**src/hdl/ssl_pkg.sv**
```systemverilog
// Constants and types for the soft strap configuration loader
// Notes on behaviour
// [RULE1] Register bits act as virtual strap pins
// [RULE2] Software writes straps first, then done bit
// [RULE3] Reset sequence waits until done bit set
// [RULE4] Done causes one reset pulse and capture
// [RULE5] Bit 14 enables automatic crossover, resets 1
// [RULE6] Decode enable and mode into forced/advertised
// [RULE7] Latch decode into mode and advert registers
// [RULE8] Bit 10 picks layout one, else control
// [RULE9] Indicator layout bit latched at reset
// [RULE10] Done bit reads zero after hard reset
package ssl_pkg;
    // Register indices; each register is one word, so byte address is 4x
    localparam int          SSL_IDX_STRAP    = 'h9;
    localparam int          SSL_IDX_MODE     = 'h0;
    localparam int          SSL_IDX_ADVERT   = 'h4;
    localparam int          SSL_IDX_IND      = 'h18;
    localparam int          SSL_IDX_STATUS   = 'h40;
    localparam logic [11:0] SSL_OFS_STRAP    = 12'(SSL_IDX_STRAP * 4);
    localparam logic [11:0] SSL_OFS_MODE     = 12'(SSL_IDX_MODE * 4);
    localparam logic [11:0] SSL_OFS_ADVERT   = 12'(SSL_IDX_ADVERT * 4);
    localparam logic [11:0] SSL_OFS_IND      = 12'(SSL_IDX_IND * 4);
    localparam logic [11:0] SSL_OFS_STATUS   = 12'(SSL_IDX_STATUS * 4);
    localparam int          SSL_POS_DONE     = 15;
    localparam int          SSL_POS_MDIX     = 14;
    localparam int          SSL_POS_AUTONEG  = 13;
    localparam int          SSL_POS_MODE_HI  = 12;
    localparam int          SSL_POS_MODE_LO  = 11;
    localparam int          SSL_POS_LAYOUT   = 10;
    localparam logic [15:0] SSL_STRAP_RESET  = 16'h7c00;
    localparam logic [15:0] SSL_STRAP_WMASK  = 16'hfc00;
    localparam logic [15:0] SSL_IND_WMASK    = 16'h0060;
    localparam logic [3:0]  SSL_PULSE_CYCLES = 4'h4;

    typedef struct packed {
        logic       autoneg_enable;
        logic       speed_100;
        logic       full_duplex;
    } ssl_mode_t;

    typedef struct packed {
        logic       adv_100_full;
        logic       adv_100_half;
        logic       adv_10_full;
        logic       adv_10_half;
    } ssl_advert_t;

    typedef struct packed {
        logic        mdix_enable;
        ssl_mode_t   mode;
        ssl_advert_t advert;
        logic        layout_one;
    } ssl_cfg_t;
endpackage : ssl_pkg

```
**src/hdl/ssl_loader.sv**
```systemverilog
// Soft strap loader: APB register, reset hold, strap capture and decode
`timescale 1ns/1ps
`default_nettype none
module ssl_loader
    import ssl_pkg::*;
(
    // Clock and reset
    input  wire logic        pclk,
    input  wire logic        presetn,
    // APB slave
    input  wire logic        psel,
    input  wire logic        penable,
    input  wire logic        pwrite,
    input  wire logic [11:0] paddr,
    input  wire logic [31:0] pwdata,
    input  wire logic [3:0]  pstrb,
    output logic      [31:0] prdata,
    output logic             pready,
    output logic             pslverr,
    // Device side
    output logic             int_reset_pulse,
    output logic             reset_done,
    output ssl_cfg_t         cfg,
    output logic [1:0]       indicator_mode
);
    typedef enum logic [1:0] {ST_WAIT, ST_PULSE, ST_DONE} ssl_state_t;

    ssl_state_t  state, next_state;
    logic [15:0] soft_strap_control_1, next_strap;
    logic [15:0] indicator_control_reg, next_ind;
    logic [3:0]  pulse_cnt, next_pulse_cnt;
    ssl_cfg_t    next_cfg;
    logic [31:0] next_prdata;
    logic        next_slverr;
    logic        wr, rd, hit;
    logic [15:0] wdat;

    assign wr     = psel && penable && pwrite;
    // Read data and error load at the setup edge, so they stand through
    // the access cycle that pready closes
    assign rd     = psel && !penable && !pwrite;
    assign pready = 1'b1;
    assign wdat   = {pstrb[1] ? pwdata[15:8] : 8'h00,
                     pstrb[0] ? pwdata[7:0]  : 8'h00};

    function automatic ssl_mode_t dec_mode(input logic [15:0] s);
        ssl_mode_t m;
        m.autoneg_enable = s[SSL_POS_AUTONEG];
        m.speed_100      = s[SSL_POS_MODE_HI];
        m.full_duplex    = s[SSL_POS_MODE_LO];
        return m;
    endfunction : dec_mode

    function automatic ssl_advert_t dec_adv(input logic [15:0] s);
        ssl_advert_t a;
        logic [1:0]  sel;
        sel = {s[SSL_POS_MODE_HI], s[SSL_POS_MODE_LO]};
        a   = '0;
        if (s[SSL_POS_AUTONEG]) begin
            unique case (sel) // RULE6
                2'h0: a = 4'h3;
                2'h1: a = 4'hc;
                2'h2: a = 4'h5;
                2'h3: a = 4'hf;
            endcase
        end else begin
            unique case (sel) // RULE6
                2'h0: a = 4'h1;
                2'h1: a = 4'h2;
                2'h2: a = 4'h4;
                2'h3: a = 4'h8;
            endcase
        end
        return a;
    endfunction : dec_adv

    // Register writes and read mux
    always_comb begin
        next_strap  = soft_strap_control_1;
        next_ind    = indicator_control_reg;
        next_prdata = prdata;
        next_slverr = 1'b0;
        hit = (paddr == SSL_OFS_STRAP) || (paddr == SSL_OFS_MODE) ||
              (paddr == SSL_OFS_ADVERT) || (paddr == SSL_OFS_IND) ||
              (paddr == SSL_OFS_STATUS);
        if (psel && !penable && !hit)
            next_slverr = 1'b1;
        if (wr && paddr == SSL_OFS_STRAP) begin
            // Straps are frozen once captured; only a hard reset reopens
            if (state == ST_WAIT)
                next_strap = wdat & SSL_STRAP_WMASK; // RULE1
        end
        if (wr && paddr == SSL_OFS_IND)
            next_ind = wdat & SSL_IND_WMASK; // RULE8
        if (rd) begin
            unique case (paddr)
                SSL_OFS_STRAP:  next_prdata = {16'h0000, soft_strap_control_1};
                SSL_OFS_MODE:   next_prdata = {29'h0, cfg.mode};
                SSL_OFS_ADVERT: next_prdata = {28'h0, cfg.advert};
                SSL_OFS_IND:    next_prdata = {16'h0000, indicator_control_reg};
                SSL_OFS_STATUS: next_prdata = {30'h0, reset_done,
                                               int_reset_pulse};
                default:        next_prdata = 32'h0000_0000;
            endcase
        end
    end

    // Reset sequence: hold, pulse, capture
    always_comb begin
        next_state     = state;
        next_pulse_cnt = pulse_cnt;
        next_cfg       = cfg;
        unique case (state)
            ST_WAIT: begin
                if (soft_strap_control_1[SSL_POS_DONE]) begin // RULE3
                    next_state     = ST_PULSE; // RULE4
                    next_pulse_cnt = SSL_PULSE_CYCLES;
                end
            end
            ST_PULSE: begin
                next_pulse_cnt = pulse_cnt - 4'h1;
                if (pulse_cnt == 4'h1) begin
                    next_state = ST_DONE;
                    next_cfg.mdix_enable = soft_strap_control_1[SSL_POS_MDIX]; // RULE5
                    next_cfg.mode   = dec_mode(soft_strap_control_1); // RULE7
                    next_cfg.advert = dec_adv(soft_strap_control_1);  // RULE7
                    next_cfg.layout_one =
                        soft_strap_control_1[SSL_POS_LAYOUT]; // RULE9
                end
            end
            ST_DONE: begin
            end
        endcase
    end

    always_ff @(posedge pclk or negedge presetn) begin
        if (!presetn) begin
            soft_strap_control_1  <= SSL_STRAP_RESET; // RULE10
            indicator_control_reg <= 16'h0000;
            state                 <= ST_WAIT;
            pulse_cnt             <= 4'h0;
            cfg                   <= '0;
            prdata                <= 32'h0000_0000;
            pslverr               <= 1'b0;
        end else begin
            soft_strap_control_1  <= next_strap;
            indicator_control_reg <= next_ind;
            state                 <= next_state;
            pulse_cnt             <= next_pulse_cnt;
            cfg                   <= next_cfg;
            prdata                <= next_prdata;
            pslverr               <= next_slverr;
        end
    end

    assign int_reset_pulse = (state == ST_PULSE); // RULE4
    assign reset_done      = (state == ST_DONE);  // RULE3
    // Layout one = 2'h1; otherwise 2 or 3 from control bit 5
    assign indicator_mode  = cfg.layout_one ? 2'h1 :
                             (indicator_control_reg[5] ? 2'h3 : 2'h2); // RULE8
endmodule : ssl_loader
`default_nettype wire

```
**config.mk**
```make
export PLATFORM = sky130hd
export DESIGN_NAME = ssl_loader
export DESIGN_NICKNAME = d
export VERILOG_FILES = /design/src/hdl/ssl_pkg.sv /design/src/hdl/ssl_loader.sv
export SDC_FILE = /design/constraint.sdc
export NUM_CORES = 1
export LEC_CHECK = 0
export ABC_CLOCK_PERIOD_IN_PS = 1800
export BUFFER_PORTS_ARGS = -buffer_cell sky130_fd_sc_hd__clkbuf_2
export CORE_MARGIN = 2
export CORE_UTILIZATION = 40
export CTS_CLUSTER_DIAMETER = 120
export CTS_CLUSTER_SIZE = 24
export DETAILED_ROUTE_END_ITERATION = 12
export PLACE_DENSITY = 0.72
export SYNTH_ARGS = -nofsm -noshare
export SYNTH_HDL_FRONTEND = slang
export SYNTH_SLANG_ARGS = --single-unit
export TNS_END_PERCENT = 5
```
**constraint.sdc**
```tcl
create_clock -name pclk -period 1.8 [get_ports pclk]
set_input_delay 0.18 -clock pclk [delete_from_list [all_inputs] [get_ports pclk]]
set_output_delay 0.18 -clock pclk [all_outputs]
set_load 0.01 [all_outputs]
```
* Word level (Yosys, flattened, before mapping)
Cells that the tools add are included.
Cells by class: reductions and logical operators 22, add/subtract/negate cells 1, multiplexer cells 14, equality and inequality tests 12
Operators by type and width (number):
- $pmux W16 S5 | 1
- $pmux W4 S4 | 2
- $eq A12 B5 Y1 const B | 1
- $eq A12 B6 Y1 const B | 1
- $eq A12 B7 Y1 const B | 1
- $eq A12 B9 Y1 const B | 1
- $logic_not A12 Y1 | 1
- $mux W4 | 2
- $mux W8 | 1
- $pmux W4 S2 | 1
- $logic_and A1 B1 Y1 | 7
- $mux W7 | 1
- $eq A2 B2 Y1 const B | 3
- $mux W2 | 3
- $reduce_and A2 Y1 | 3
- $eq A2 B1 Y1 const B | 2
- $eq A4 B1 Y1 const B | 1
- $logic_not A2 Y1 | 2
- $logic_or A1 B1 Y1 | 4
- $pmux W2 S2 | 1
- $sub A4 B1 Y4 const B | 1
- $logic_not A1 Y1 | 3
- $reduce_and A3 Y1 | 1
- $mux W1 | 2
- 3 further kinds | 3
Word-level totals: word-level logic and storage cells 64, register bits 56, input bits 53

* Logic depth before layout (Yosys ltp)
depth after elaboration 8, mapped depth 6, depth with buffers taken out 5

* Worst setup path after synthesis
Ideal clock, no wire load.
path kind register to register, start register state[1], end register cfg[1] (netlist bit), stages on the path, launching flop included 4, arrival time 1361 ps, path slack 315 ps, library setup time 125 ps, clock period less this slack 1485 ps, cells stage by stage dfrtp_1 > nand2b_1 > nor4b_4 > mux2_2
On the way: longest elaborated chain between the ends 2
RTL lines:
- start: declaration | line ssl_loader.sv:28 | ssl_state_t state, next_state;
- start signal: assignment | line ssl_loader.sv:148 | state <= next_state;
- $eq A2 B1 Y1 | line ssl_loader.sv:113 | unique case (state)
- $reduce_and A2 Y1 (no line)
- end signal: assignment | line ssl_loader.sv:150 | cfg <= next_cfg;
- end: declaration | line ssl_loader.sv:23 | output ssl_cfg_t cfg,
Every way passes these cells. A chain may end at the register's enable or synchronous reset.

* Worst setup path after layout
start register state[0], end register cfg[5] (netlist bit)
The elaborated chain is that of the path after synthesis.

==> reports/results.txt <==
Final period utilization -> 88.0%
H-tree depth -> 2
Initial Util -> 41.4%
Ys async rst share -> 100%
# setup viols final -> 0
Clock root buffer -> clkbuf_8
CTS max path bufs -> 2
DIE WIDTH -> 73.7 um
Final TNS setup -> 0 ns
Antenna diodes -> 0
DP Wirelength -> 3100 um
Most used DFF post-synth -> dfrtp_1
Transition time of the tightest slew-check pin -> 0.595 ns
Relative slew slack -> 60.3%
First-pass GRT wire length -> 6630 um
Fmax -> 631 MHz
Final hold vios -> 0
Top cells by area, synth -> dfrtp_1 40%, buf_4 8.1%, mux2i_1 7.2%
Synth cell count leaders -> 31 x dfrtp_1, 24 x nand2_1, 21 x buf_4
Number of enable flip-flop cells after synthesis -> 0
GPL Wtd Cong -> 0.773
Routed WL -> 3950 um
Most numerous cell in the Yosys netlist -> dfrtp_1
Setup crit end kind -> flip-flop
Area grow syn2layout -> 21.2%
Seq cells post-synth -> 36
Most flops, register -> prdata
Die area -> 5430 sq um
Biggest regs -> prdata x12, cfg x9, soft_strap_control_1 x6
Number of flip-flops in the largest register -> 12
Largest net degree at the start of global routing -> 25
CTS buffer count -> 5
Row count -> 25
Leak -> 1.22 nW
Clk sink count -> 36
IO Pins -> 100
First-pass DRT Iterations -> 4
Crit-path max FO -> 15
Worst skew pair latency -> 0.29 ns
Outcome -> finished, final reports clean
Final Skew -> 0.00305 ns
Initial antenna violation count -> 0
Worst endpoint data arrival time -> 1.76 ns
Initial DRC Count -> 41
Number of global-route vias before repair -> 1421
Nets -> 308
Post-synth top area cell -> dfrtp_1
Mapped cell area -> 1940 sq um
Die Y -> 73.7 um
Count of final max-slew check failures -> 0
Worst endpoint required time -> 1.97 ns
Hold WC Path Type -> input port to flip-flop
Register area share after synthesis -> 46.7%
Synth Area per Inst -> 10.2 sq um
Vias per Instance -> 4.77
Core area -> 4690 sq um
PortBufs -> 52
CTS tree -> yes
Post-Synthesis Cells -> 190
Yosys top cell area share -> 39.9%
DRC Markers -> 0
PnR Total Power -> 1.63 mW
Worst vdd ir -> 0.000379 V
Synth warn -> 0
Power Density -> 695 nW/um^2
Crit path kind -> flip-flop to flip-flop
Startpoint types -> flip-flop
All-Layer GR Usage -> 16.2%
CTS clk-pin slew, worst paths -> 0.07 ns
Antenna-violating nets left -> 0
Synth cell types -> 36
GRT overflow -> 0
RSZ-0062 raised after global routing -> false
Max-cap viol count -> 0
Total number of vias -> 1461
Drt wl/cell -> 12.9 um
Post-layout min period -> 1.58 ns
Share of layout cells above drive strength 1 -> 34.1%
# resized after CTS -> 0
==> stage by stage <==
stage          std cells  util, %  setup slack [ns]  hold slack [ns]  area [sq um]
2_1_floorplan        209        -             0.315           -0.116          2010
3_3_place_gp         297     47.6             0.238            0.214          2230
3_5_place_dp         297     47.6             0.199            0.210          2230
4_1_cts              306     50.2             0.203           0.0721          2350
5_1_grt              306     50.2             0.155           0.0802          2350
6_report             306     50.2             0.216           0.0822          2350
==> worst paths after layout <==
| check | endpoint | start | depth (start not counted) | slack, ns |
|---|---|---|---|---|
| setup / recovery | cfg[5]$_DFFE_PN0P_ | state[0]$_DFFE_PN0P_ | 4 | 0.22 |
| hold / removal | soft_strap_control_1[13]$_DFFE_PN1P_ | pwdata[13] | 3 | 0.08 |
| setup reg to reg | cfg[5]$_DFFE_PN0P_ | state[0]$_DFFE_PN0P_ | 4 | 0.22 |
| hold reg to reg | prdata[6]$_DFFE_PN0P_ | prdata[6]$_DFFE_PN0P_ | 2 | 0.47 |
| max in group asynchronous | soft_strap_control_1[13]$_DFFE_PN1P_ | presetn | 3 | 0.76 |
| min in group asynchronous | indicator_control_reg[5]$_DFFE_PN0P_ | presetn | 2 | 0.43 |
==> cell usage in the layout (no fill, tap or decap), types with 2 or more instances in the layout <==
master,instances
nand3_1,4
nand2_1,24
ha_1,4
inv_1,14
dfrtp_1,31
nor4_1,2
nor2_1,8
nand4_1,3
conb_1,21
nor3b_1,2
a22o_1,6
clkbuf_2,52
nor2b_1,3
o21ai_0,10
dfstp_2,5
mux2_2,5
mux2i_1,14
a21oi_1,6
clkbuf_8,5
o21bai_1,2
buf_4,6
nor4_4,3
nor3_1,4
==> kinds of logic (layout without fill, tap and decap cells) <==
group | count (synthesis) | after routing | synth area share, %
other | 2 | 21 | 0.387
muxes | 19 | 19 | 10.1
adders and majority gates | 4 | 4 | 2.58
buffers and inverters | 39 | 82 | 11.7
and+or+nand+nor | 64 | 64 | 20.0
AOI/OAI and AO/OA | 26 | 26 | 8.51
DFF | 36 | 36 | 46.7
==> power breakdown <==
group / switching (mW) / leakage [nW] / internal [mW] / total (mW)
registers: 0.000467 / 0.417 / 0.810 / 0.811
clock network: 0.298 / 0.0541 / 0.410 / 0.708
logic: 0.0767 / 0.744 / 0.0399 / 0.117
==> final cells by class <==
| class | count | area, sq um |
|---|---|---|
| Multi-Input combinational cell | 134 | 880 |
| Sequential cell | 36 | 907 |
| Clock inverter | 3 | 42.5 |
| Timing Repair Buffer | 60 | 335 |
| Clock buffer | 5 | 68.8 |
| Fill cell | 460 | 2340 |
| Tap cell | 54 | 67.6 |
| Inverter | 14 | 52.6 |
==> repair_timing <==
action	CTS	global route
setup buffers	0	0
hold buffers	1	0
endpoints found under the hold margin	22	0
==> critical path: stages (launching register included) <==
cell and delay [ns]:
dfrtp_1 0.44, nand2b_1 0.17, nor4b_4 0.34, buf_12 0.18, mux2_2 0.33
==> layer usage <==
| metal | track usage, % | wire (um) | vias up |
|---|---|---|---|
| li1 | - | - | 733 |
| met1 | 21.3 | 1780 | 680 |
| met2 | 25.6 | 1890 | 43 |
| met3 | 4.94 | 234 | 5 |
| met4 | 4.85 | 36 | 0 |
| met5 | 0 | 0 | - |
No activity file was read; power rests on OpenSTA's default activity.
